<file path="src/isc_pkg.sv">
/*
 * Constants, register offsets, field positions and vectors for the interrupt source controller.
 * Assumes an APB master with 32-bit data; every register takes one aligned word.
 */
// Operation
// RL1: Accept requests from twenty-one event sources.
// RL2: Vector core to fixed address per source.
// RL3: Standard vectors eight bytes apart, 03 to 63.
// RL4: All auxiliary sources share vector 33.
// RL5: Auxiliary sources set one flag, own enable.
// RL6: Auxiliary group always top priority.
// RL7: Same level ties resolved by natural order.
// RL8: Flags examined in natural order.
// RL9: Flag requests only while source enabled.
// RL10: Global gate qualifies all non-auxiliary enables.
// RL11: One high/low priority bit per source.
// RL12: Edge pin flag cleared on vectoring.
// RL13: Level pin flag follows the pin.
// RL14: Timer 0/1 flags cleared on vectoring.
// RL15: Timer flags set on rollover regardless.
// RL16: Serial requests on rx or tx; no autoclear.
// RL17: Software-set flag triggers like hardware; not auxiliary.
// RL18: Return instruction ends service, releases level.
// RL19: Requests evaluated at every instruction boundary.
// RL20: All enables cleared after reset.
// RL21: Three nesting levels: aux, high, low.
// RL22: Global gate leaves auxiliary group alone.
// RL23: Pins 2-5 pending in extended flag bits 4-7.
package isc_pkg;
   localparam int NUM_SRC = 12;
   localparam int NUM_AUX = 9;
   // Byte addresses of the registers.
   localparam logic [7:0] ADDR_TIMER_CTRL = 8'h00;
   localparam logic [7:0] ADDR_BASE_EN    = 8'h04;
   localparam logic [7:0] ADDR_BASE_PRI   = 8'h08;
   localparam logic [7:0] ADDR_EXT_FLAG   = 8'h0C;
   localparam logic [7:0] ADDR_EXT_EN     = 8'h10;
   localparam logic [7:0] ADDR_EXT_PRI    = 8'h14;
   localparam logic [7:0] ADDR_EXTRA_CTRL = 8'h18;
   localparam logic [7:0] ADDR_AUX_EN     = 8'h1C;
   localparam logic [7:0] ADDR_AUX_STAT   = 8'h20;
   localparam logic [7:0] ADDR_SERIAL     = 8'h24;
   localparam logic [7:0] ADDR_MODE       = 8'h28;
   localparam logic [7:0] ADDR_STATUS     = 8'h2C;
   // Field positions.
   localparam int TC_PIN0  = 1;
   localparam int TC_PIN1  = 3;
   localparam int TC_TMR0  = 5;
   localparam int TC_TMR1  = 7;
   localparam int EN_GLOBAL = 7;
   localparam int EC_AUX_EN   = 5;
   localparam int EC_AUX_FLAG = 4;
   localparam int EC_WDOG     = 3;
   localparam int EC_FILL     = 6;
   localparam int XF_PIN2  = 4;
   localparam int SER_TMR2 = 4;
   // Source index in natural order, 0 is pin 0.
   localparam int S_PIN0 = 0;
   localparam int S_TMR0 = 1;
   localparam int S_PIN1 = 2;
   localparam int S_TMR1 = 3;
   localparam int S_SER0 = 4;
   localparam int S_TMR2 = 5;
   localparam int S_SER1 = 6;
   localparam int S_PIN2 = 7;
   localparam int S_WDOG = 11;
   localparam logic [15:0] VEC_BASE = 16'h0003;
   localparam logic [15:0] VEC_STEP = 16'h0008;
   localparam logic [15:0] VEC_AUX  = 16'h0033;
   localparam logic [3:0]  AUX_CODE = 4'hF;
   localparam logic [3:0]  NO_CODE  = 4'hE;
   localparam logic [31:0] FILL_EXT = 32'h000000E0;
   localparam logic [31:0] FILL_EC  = 32'h00000040;
   localparam logic [1:0]  LVL_LOW  = 2'h1;
   localparam logic [1:0]  LVL_HIGH = 2'h2;
   localparam logic [1:0]  LVL_AUX  = 2'h3;
   typedef enum logic [2:0] {
      ISC_IDLE   = 3'b001,
      ISC_ACK    = 3'b010,
      ISC_HOLD   = 3'b100
   } isc_state_e;
endpackage : isc_pkg

</file>
<file path="src/isc_arbiter.sv">
/*
 * Priority selection among pending, enabled sources.
 * Assumes request and priority vectors are stable within a cycle; purely combinational.
 */
module isc_arbiter
   import isc_pkg::*;
#(
   parameter int N = NUM_SRC
) (
   input  wire logic [N-1:0] req,
   input  wire logic [N-1:0] pri_high,
   input  wire logic         aux_req,
   output logic              win_valid,
   output logic [3:0]        win_code,
   output logic [1:0]        win_level
);
   logic [N-1:0] hi_req;
   logic [N-1:0] lo_req;

   assign hi_req = req & pri_high;
   assign lo_req = req & ~pri_high;

   // ----------------------------------------------------------------
   // Ranking
   // ----------------------------------------------------------------
   always_comb begin
      win_valid = 1'b0;
      win_code  = NO_CODE;
      win_level = 2'h0;
      // RL6: auxiliary ranks first.
      if (aux_req) begin
         win_valid = 1'b1;
         win_code  = AUX_CODE;
         win_level = LVL_AUX;
      end else begin
         // RL7: natural order tie break, scanning downward so the lowest index wins.
         for (int i = N - 1; i >= 0; i--) begin
            if (lo_req[i]) begin
               win_valid = 1'b1;
               win_code  = 4'(i);
               win_level = LVL_LOW;
            end
         end
         // RL11: high bit lifts a source above all low ones.
         for (int i = N - 1; i >= 0; i--) begin
            if (hi_req[i]) begin
               win_valid = 1'b1;
               win_code  = 4'(i);
               win_level = LVL_HIGH;
            end
         end
      end
   end
endmodule : isc_arbiter

</file>
<file path="src/isc_vector_rom.sv">
/*
 * Maps a winning source code to its code-memory vector.
 * Assumes codes outside the standard range are only the auxiliary code.
 */
module isc_vector_rom
   import isc_pkg::*;
(
   input  wire logic [3:0]  code,
   output logic      [15:0] vector
);
   always_comb begin
      // RL4: one shared auxiliary slot.
      if (code == AUX_CODE) begin
         vector = VEC_AUX;
      end else begin
         // RL3: slots eight bytes apart, skipping the shared auxiliary slot.
         vector = VEC_BASE + VEC_STEP * {12'h000, code};
         if (code >= 4'(S_SER1)) vector = vector + VEC_STEP;
      end
   end
endmodule : isc_vector_rom

</file>
<file path="src/isc_top.sv">
/*
 * Interrupt source controller: flags, enables, priorities, arbitration, vectoring and nesting.
 * Assumes an APB master, and a core that pulses instr_boundary after every instruction,
 * takes vec_valid with vec_ack and pulses handler_return on the return-from-handler instruction.
 */
module isc_top
   import isc_pkg::*;
(
   input  wire logic        pclk,
   input  wire logic        presetn,
   input  wire logic        psel,
   input  wire logic        penable,
   input  wire logic        pwrite,
   input  wire logic [7:0]  paddr,
   input  wire logic [31:0] pwdata,
   output logic      [31:0] prdata,
   output logic             pready,
   output logic             pslverr,
   input  wire logic [5:0]  ext_pin_n,
   input  wire logic [2:0]  timer_rollover,
   input  wire logic        serial0_rx_set,
   input  wire logic        serial0_tx_set,
   input  wire logic        serial1_rx_set,
   input  wire logic        serial1_tx_set,
   input  wire logic        watchdog_event,
   input  wire logic [8:0]  aux_event,
   input  wire logic        instr_boundary,
   input  wire logic        vec_ack,
   input  wire logic        handler_return,
   output logic             vec_valid,
   output logic      [15:0] vec_addr,
   output logic             irq_active
);
   // ----------------------------------------------------------------
   // State
   // ----------------------------------------------------------------
   logic [5:0]  pin_flag_reg,  pin_flag_next;
   logic [5:0]  pin_prev_reg,  pin_prev_next;
   logic [5:0]  pin_edge_reg,  pin_edge_next;
   logic [2:0]  tmr_flag_reg,  tmr_flag_next;
   logic [3:0]  ser_flag_reg,  ser_flag_next;
   logic        wdog_flag_reg, wdog_flag_next;
   logic [8:0]  aux_stat_reg,  aux_stat_next;
   logic [8:0]  aux_en_reg,    aux_en_next;
   logic        aux_gen_reg,   aux_gen_next;
   logic [7:0]  base_en_reg,   base_en_next;
   logic [6:0]  base_pri_reg,  base_pri_next;
   logic [4:0]  ext_en_reg,    ext_en_next;
   logic [4:0]  ext_pri_reg,   ext_pri_next;
   logic [2:0]  in_svc_reg,    in_svc_next;
   logic [3:0]  code_reg,      code_next;
   logic [15:0] vec_reg,       vec_next;
   logic [31:0] rdata_reg,     rdata_next;
   isc_state_e  state_reg,     state_next;

   logic [NUM_SRC-1:0] flags, enables, pri_bits, req;
   logic [5:0]  pin_lvl, pin_view;
   logic        aux_flag, aux_req;
   logic        win_valid;
   logic [3:0]  win_code;
   logic [1:0]  win_level;
   logic [15:0] win_vec;
   logic [1:0]  cur_level;
   logic        wr, rd, acked;

   assign wr = psel & penable & pwrite;
   assign rd = psel & penable & ~pwrite;
   assign pready = 1'b1;
   assign pin_lvl = ~ext_pin_n;

   // RL5: any auxiliary status sets the common flag.
   assign aux_flag = |aux_stat_reg;
   // RL22: auxiliary gated only by its own enable.
   assign aux_req  = aux_flag & aux_gen_reg;

   // RL13: level mode shows the pin directly.
   for (genvar g = 0; g < 6; g++) begin : g_pin
      assign pin_view[g] = pin_edge_reg[g] ? pin_flag_reg[g] : pin_lvl[g];
   end

   // RL8: flags gathered in natural order.
   assign flags = {wdog_flag_reg,
                   pin_view[5:2],
                   ser_flag_reg[3] | ser_flag_reg[2],
                   tmr_flag_reg[2],
                   ser_flag_reg[1] | ser_flag_reg[0],
                   tmr_flag_reg[1],
                   pin_view[1],
                   tmr_flag_reg[0],
                   pin_view[0]};
   assign enables = {ext_en_reg[4:0], base_en_reg[6], base_en_reg[5], base_en_reg[4],
                     base_en_reg[3], base_en_reg[2], base_en_reg[1], base_en_reg[0]};
   assign pri_bits = {ext_pri_reg, base_pri_reg};

   // RL9: enable bit required per source.
   // RL10: global gate on every non-auxiliary source.
   assign req = flags & enables & {NUM_SRC{base_en_reg[EN_GLOBAL]}};

   // RL21: current service level blocks equal or lower requests.
   always_comb begin
      cur_level = 2'h0;
      if (in_svc_reg[0]) cur_level = LVL_LOW;
      if (in_svc_reg[1]) cur_level = LVL_HIGH;
      if (in_svc_reg[2]) cur_level = LVL_AUX;
   end

   isc_arbiter #(.N(NUM_SRC)) u_arb (
      .req       (req),
      .pri_high  (pri_bits),
      .aux_req   (aux_req),
      .win_valid (win_valid),
      .win_code  (win_code),
      .win_level (win_level)
   );

   isc_vector_rom u_rom (
      .code   (win_code),
      .vector (win_vec)
   );

   assign acked = (state_reg == ISC_ACK) & vec_ack;

   // ----------------------------------------------------------------
   // Next state
   // ----------------------------------------------------------------
   always_comb begin
      pin_prev_next  = pin_lvl;
      pin_flag_next  = pin_flag_reg;
      pin_edge_next  = pin_edge_reg;
      tmr_flag_next  = tmr_flag_reg;
      ser_flag_next  = ser_flag_reg;
      wdog_flag_next = wdog_flag_reg;
      aux_stat_next  = aux_stat_reg;
      aux_en_next    = aux_en_reg;
      aux_gen_next   = aux_gen_reg;
      base_en_next   = base_en_reg;
      base_pri_next  = base_pri_reg;
      ext_en_next    = ext_en_reg;
      ext_pri_next   = ext_pri_reg;
      in_svc_next    = in_svc_reg;
      code_next      = code_reg;
      vec_next       = vec_reg;
      state_next     = state_reg;
      rdata_next     = rdata_reg;

      // Software writes first; hardware events below override so a set is never lost.
      if (wr) begin
         case (paddr)
            ADDR_TIMER_CTRL: begin
               pin_edge_next[0] = pwdata[TC_PIN0-1];
               pin_edge_next[1] = pwdata[TC_PIN1-1];
               // RL17: software may set flags directly.
               pin_flag_next[0] = pwdata[TC_PIN0];
               pin_flag_next[1] = pwdata[TC_PIN1];
               tmr_flag_next[0] = pwdata[TC_TMR0];
               tmr_flag_next[1] = pwdata[TC_TMR1];
            end
            ADDR_BASE_EN:    base_en_next  = pwdata[7:0];
            ADDR_BASE_PRI:   base_pri_next = pwdata[6:0];
            ADDR_EXT_FLAG:   pin_flag_next[5:2] = pwdata[XF_PIN2+3:XF_PIN2];
            ADDR_EXT_EN:     ext_en_next  = pwdata[4:0];
            ADDR_EXT_PRI:    ext_pri_next = pwdata[4:0];
            ADDR_EXTRA_CTRL: begin
               aux_gen_next   = pwdata[EC_AUX_EN];
               wdog_flag_next = pwdata[EC_WDOG];
            end
            ADDR_AUX_EN:     aux_en_next = pwdata[8:0];
            // Auxiliary status is write-one-to-clear only, never settable.
            ADDR_AUX_STAT:   aux_stat_next = aux_stat_reg & ~pwdata[8:0];
            ADDR_SERIAL: begin
               ser_flag_next    = pwdata[3:0];
               tmr_flag_next[2] = pwdata[SER_TMR2];
            end
            ADDR_MODE:       pin_edge_next[5:2] = pwdata[5:2];
            default: ;
         endcase
      end

      // RL12: edge-mode pin flag cleared on vectoring.
      // RL14: timer 0/1 flags cleared on vectoring.
      if (acked) begin
         if (code_reg == 4'(S_PIN0)) pin_flag_next[0] = 1'b0;
         if (code_reg == 4'(S_PIN1)) pin_flag_next[1] = 1'b0;
         if (code_reg == 4'(S_TMR0)) tmr_flag_next[0] = 1'b0;
         if (code_reg == 4'(S_TMR1)) tmr_flag_next[1] = 1'b0;
         if (code_reg >= 4'(S_PIN2) && code_reg < 4'(S_WDOG))
            pin_flag_next[code_reg - 4'(S_PIN2) + 2] = 1'b0;
      end

      // RL1: hardware event capture, wins over any clear.
      for (int i = 0; i < 6; i++) begin
         if (pin_edge_reg[i] & pin_lvl[i] & ~pin_prev_reg[i]) pin_flag_next[i] = 1'b1;
      end
      // RL15: rollover sets flag independent of enables.
      tmr_flag_next = tmr_flag_next | timer_rollover;
      // RL16: either rx or tx requests; software clears.
      ser_flag_next = ser_flag_next | {serial1_tx_set, serial1_rx_set,
                                       serial0_tx_set, serial0_rx_set};
      if (watchdog_event) wdog_flag_next = 1'b1;
      aux_stat_next = aux_stat_next | (aux_event & aux_en_reg);

      // RL2: vector handshake with the core.
      case (state_reg)
         ISC_IDLE: begin
            // RL19: decide only at an instruction boundary.
            if (instr_boundary && win_valid && (win_level > cur_level)) begin
               code_next  = win_code;
               vec_next   = win_vec;
               state_next = ISC_ACK;
            end
         end
         ISC_ACK: begin
            if (vec_ack) begin
               in_svc_next[win_level_idx(code_reg)] = 1'b1;
               state_next = ISC_HOLD;
            end
         end
         ISC_HOLD: state_next = ISC_IDLE;
         default:  state_next = ISC_IDLE;
      endcase

      // RL18: return releases the highest active level.
      if (handler_return) begin
         if (in_svc_reg[2])      in_svc_next[2] = 1'b0;
         else if (in_svc_reg[1]) in_svc_next[1] = 1'b0;
         else                    in_svc_next[0] = 1'b0;
      end

      if (rd) begin
         case (paddr)
            ADDR_TIMER_CTRL: rdata_next = {24'h0, tmr_flag_reg[1], 1'b0, tmr_flag_reg[0], 1'b0,
                                           flags[S_PIN1], pin_edge_reg[1],
                                           flags[S_PIN0], pin_edge_reg[0]};
            ADDR_BASE_EN:    rdata_next = {24'h0, base_en_reg};
            ADDR_BASE_PRI:   rdata_next = {25'h0, base_pri_reg};
            // RL23: pins 2-5 pending in upper nibble.
            ADDR_EXT_FLAG:   rdata_next = {24'h0, pin_view[5:2], 4'h0};
            ADDR_EXT_EN:     rdata_next = FILL_EXT | {27'h0, ext_en_reg};
            ADDR_EXT_PRI:    rdata_next = FILL_EXT | {27'h0, ext_pri_reg};
            ADDR_EXTRA_CTRL: rdata_next = FILL_EC | {26'h0, aux_gen_reg, aux_flag,
                                                     wdog_flag_reg, 3'h0};
            ADDR_AUX_EN:     rdata_next = {23'h0, aux_en_reg};
            ADDR_AUX_STAT:   rdata_next = {23'h0, aux_stat_reg};
            ADDR_SERIAL:     rdata_next = {27'h0, tmr_flag_reg[2], ser_flag_reg};
            ADDR_MODE:       rdata_next = {26'h0, pin_edge_reg};
            ADDR_STATUS:     rdata_next = {24'h0, in_svc_reg, code_reg, state_reg == ISC_ACK};
            default:         rdata_next = 32'h0;
         endcase
      end
   end

   function automatic logic [1:0] win_level_idx(input logic [3:0] c);
      if (c == AUX_CODE) return 2'h2;
      else if (pri_bits[c]) return 2'h1;
      else return 2'h0;
   endfunction : win_level_idx

   // ----------------------------------------------------------------
   // Registers
   // ----------------------------------------------------------------
   always_ff @(posedge pclk or negedge presetn) begin
      if (!presetn) begin
         pin_flag_reg  <= 6'h00;
         pin_prev_reg  <= 6'h00;
         pin_edge_reg  <= 6'h00;
         tmr_flag_reg  <= 3'h0;
         ser_flag_reg  <= 4'h0;
         wdog_flag_reg <= 1'b0;
         aux_stat_reg  <= 9'h000;
         // RL20: all enables clear out of reset.
         aux_en_reg    <= 9'h000;
         aux_gen_reg   <= 1'b0;
         base_en_reg   <= 8'h00;
         base_pri_reg  <= 7'h00;
         ext_en_reg    <= 5'h00;
         ext_pri_reg   <= 5'h00;
         in_svc_reg    <= 3'h0;
         code_reg      <= NO_CODE;
         vec_reg       <= 16'h0000;
         rdata_reg     <= 32'h0;
         state_reg     <= ISC_IDLE;
      end else begin
         pin_flag_reg  <= pin_flag_next;
         pin_prev_reg  <= pin_prev_next;
         pin_edge_reg  <= pin_edge_next;
         tmr_flag_reg  <= tmr_flag_next;
         ser_flag_reg  <= ser_flag_next;
         wdog_flag_reg <= wdog_flag_next;
         aux_stat_reg  <= aux_stat_next;
         aux_en_reg    <= aux_en_next;
         aux_gen_reg   <= aux_gen_next;
         base_en_reg   <= base_en_next;
         base_pri_reg  <= base_pri_next;
         ext_en_reg    <= ext_en_next;
         ext_pri_reg   <= ext_pri_next;
         in_svc_reg    <= in_svc_next;
         code_reg      <= code_next;
         vec_reg       <= vec_next;
         rdata_reg     <= rdata_next;
         state_reg     <= state_next;
      end
   end

   always_comb begin
      prdata = rdata_next;
      if (!rd) prdata = 32'h0;
   end
   assign pslverr    = 1'b0;
   assign vec_valid  = (state_reg == ISC_ACK);
   assign vec_addr   = vec_reg;
   assign irq_active = |in_svc_reg;
endmodule : isc_top

</file>
<file path="config.mk">
export PLATFORM = sky130hd
export DESIGN_NAME = isc_top
export DESIGN_NICKNAME = d
export VERILOG_FILES = /design/src/isc_pkg.sv /design/src/isc_arbiter.sv /design/src/isc_vector_rom.sv /design/src/isc_top.sv
export SDC_FILE = /design/constraint.sdc
export NUM_CORES = 1
export LEC_CHECK = 0
export BUFFER_PORTS_ARGS = -buffer_cell sky130_fd_sc_hd__buf_2
export CAP_MARGIN = 20
export CORE_AREA = 2 2 119 121
export DETAILED_ROUTE_END_ITERATION = 8
export DIE_AREA = 0 0 121 123
export PLACE_DENSITY_LB_ADDON = 0.08
export SLEW_MARGIN = 40
export SYNTH_ARGS = -nofsm -noshare
export SYNTH_HDL_FRONTEND = slang
export SYNTH_HIERARCHICAL = 1
export SYNTH_SLANG_ARGS = --single-unit
export TNS_END_PERCENT = 50
</file>
<file path="constraint.sdc">
create_clock -name pclk -period 4.6 [get_ports pclk]
set_clock_uncertainty 0.2 [all_clocks]
set_input_delay 0.46 -clock pclk [delete_from_list [all_inputs] [get_ports pclk]]
set_output_delay 0.46 -clock pclk [all_outputs]
set_load 0.01 [all_outputs]
</file>
==> results.yml <==
grt:
  grt.busiest_layer: "met2"
  use_met3: 0.05720
  overflow: 0
  grt_use_met2: 0.3873
  grtUsageTotal: 0.2535
  grt_pass1_vias: 4727
  met1_usage: 0.3528
  grt_first_pass_wirelength_um: 27920
  grt_max_degree: 51
  antenna_found_initial: 1
cts:
  clk_pin_slew_ns: 0.07
  root_buffer: "clkbuf_16"
  numClockSinks: 96
  cts_tree: "built"
  cts_resized: 0
  clkLatencyLatePin_ns: 0.36
  htree_num_levels: 3
  cts_buffer_depth: 2
  cts_made_buffers: 9
critical_path:
  cp.required_ns: 4.65
  startpoint_type: "flip-flop"
  r2r_cells: 14
  arrival_ns: 3.91
  cp_max_fo: 14
  endpoint_kind: "flip-flop"
  crit_type: "reg2reg"
layout:
  fill_cells: 1340
  largest_reg_flops: 16
  final_cells: 860
  seq_area_um2: 2407
  nets: 753
  area_growth_pct: 12.05
  multi_input_area_um2: 3253
  drive_gt1_frac: 0.2680
pwr:
  ir_drop_mv: 0.1755
  power.density_nw_per_um2: 276.2
  power_leakage_uw: 0.003194
drt:
  wl_per_cell_um: 20.97
  wl_um: 18030
  first_pass_iters: 4
  drt_iter0_markers: 549
  antenna_left: 0
  drc: 0
  vias_per_cell: 5.772
  vias: 4964
sta:
  relSlewSlack: 0.4496
  fmax_ghz: 0.2594
  finalCritPeriodShare: 0.8381
  hold_viol_final: 0
  slew_violations: 0
  rsz0062_at_grt: "false"
  worst_slew_pin_slew_ns: 0.8256
  setup_viol: 0
  fin_setup_tns_ns: 0
  fin_crit_ns: 3.855
synth:
  synth_cells: 612
  ys_ff_latch: 96
  synth_top_area_share: 0.3830
  syn_area_per_cell_um2: 9.822
  synth_cell_types: 76
  synth_edf_count: 0
  async_flop_share: 1.000
  synth_area_leaders: "dfrtp_1 38%, mux2_2 12%, buf_4 4.7%"
  synthFlopType: "dfrtp_1"
  synth_area_leader_cell: "dfrtp_1"
  syn-cell-area_um2: 6011
  ys_seq_area_frac: 0.4005
  yosysWarnings: 6
run_status:
  outcome: "finished, final reports clean"
place:
  place.gp.congestion: 0.9316
  portBuffers: 74
  dp_hpwl_um: 13480
  post-place-cells: 842
floorplan:
  ios: 123
  die_x_um: 121
  fp-row-count: 43
  coreArea_um2: 13610
  design.die.area_um2: 14880
  chipHeight_um: 123
  start_util: 0.4416
hold_path:
  whs_path_depth: 2
  hold_path_class: "in2reg"
run:
  drv_cap: 0
power breakdown:
| group | switching [uW] | internal (uW) |
|---|---|---|
| registers | 29.4 | 868 |
| logic | 106 | 61.9 |
| clock network | 363 | 432 |
| total | 498 | 1360 |
path summary, 6_finish.rpt:
path | slack (ns) | to | start
worst min register to register | 0.21 | pin_flag_reg[4] | pin_prev_reg[4]
worst max register to register | 0.74 | vec_addr[3] | base_en_reg[7]
worst min-delay path | 0.07 | pin_prev_reg[4] | ext_pin_n[4]
worst max-delay path | 0.74 | vec_addr[3] | base_en_reg[7]
min in group asynchronous | 0.46 | aux_stat_reg[4] | presetn
max in group asynchronous | 2.64 | ext_en_reg[0] | presetn
layer usage:
metal  up-vias  share of wire
met4         0          0.024
li1       2283              -
met2       178           0.45
met1      2477           0.46
met3        26          0.068
met5         -              0
worst max-delay path, stage by stage (launching register included):
cell	delay, ns
dfrtp_1	0.64
nand2_1	0.11
nor3_1	0.43
nor2b_1	0.33
a221oi_1	0.10
o31ai_1	0.25
o2111ai_1	0.14
a21oi_1	0.17
buf_4	0.17
inv_1	0.05
ha_1	0.19
or2_1	0.23
a21oi_2	0.14
mux2_1	0.33
mux2_2	0.25
layout by cell type, fill, tap and decap left out, types with 5 or more instances in the layout:
cell,count
nand2_1,62
a21oi_1,17
buf_4,7
o31ai_1,9
a31oi_1,5
nor2b_1,19
nor3_1,10
a32o_1,5
nand3_1,24
inv_1,30
clkbuf_16,9
dfrtp_1,92
buf_2,73
and2_1,7
conb_1,37
ha_1,8
a22o_1,12
nor2_1,23
o21ai_0,18
nor4_1,6
o32ai_1,5
nand2b_1,8
mux2_2,62
nand3b_1,9
and3_1,6
mux2i_1,18
a21o_1,5
cell type report:
| class | instances | share of cell area |
|---|---|---|
| multi-input cells | 456 | 0.4830 |
| flip-flops and latches | 96 | 0.3574 |
| repair buffers | 81 | 0.06353 |
| clock buffers | 10 | 0.03400 |
| well taps | 180 | 0.03344 |
| inverters | 30 | 0.01672 |
| clock inverters | 6 | 0.01152 |
| diodes | 1 | 0.0003715 |
cell usage after synthesis (all sizes together) (6+ instances only):
master / instances
o31ai: 9
nor2: 24
nand2: 63
nor2b: 20
nand3: 24
mux2i: 18
nor3: 11
mux2: 65
o21ai: 20
nand2b: 8
nand3b: 9
buf: 48
clkbuf: 15
ha: 8
a22o: 12
and3: 6
dfrtp: 92
and2: 7
a21oi: 18
nor4: 8
inv: 30
cell families after synthesis:
kind of cell	Yosys count	share of synthesized area
and+or+nand+nor	202	0.1840
muxes	86	0.1636
other	4	0.002497
AOI/OAI and AO/OA	123	0.1495
DFF	96	0.4005
adders and majority gates	8	0.01665
buffers and inverters	93	0.08326
through the flow:
step           total power, uW  cell area (um2)  hold WS (ns)  utilization  worst slack [ns]
6_report                  1860             6735       0.06580       0.4948            0.7446
4_1_cts                   1876             6733       0.05029       0.4946            0.7526
3_3_place_gp              1075             6402        0.2084       0.4704            0.7645
2_1_floorplan             1017             6135      -0.03559            -             1.156
5_1_grt                   1933             6733       0.06954       0.4946            0.4181
3_5_place_dp              1078             6416        0.2082       0.4714            0.7419
what timing repair did:
action                                 4_1_cts  5_1_grt
setup buffers                                0        0
hold buffers                                 1        0
endpoints found under the hold margin       43        0
Note: power is estimated with default switching activity, not from simulation.
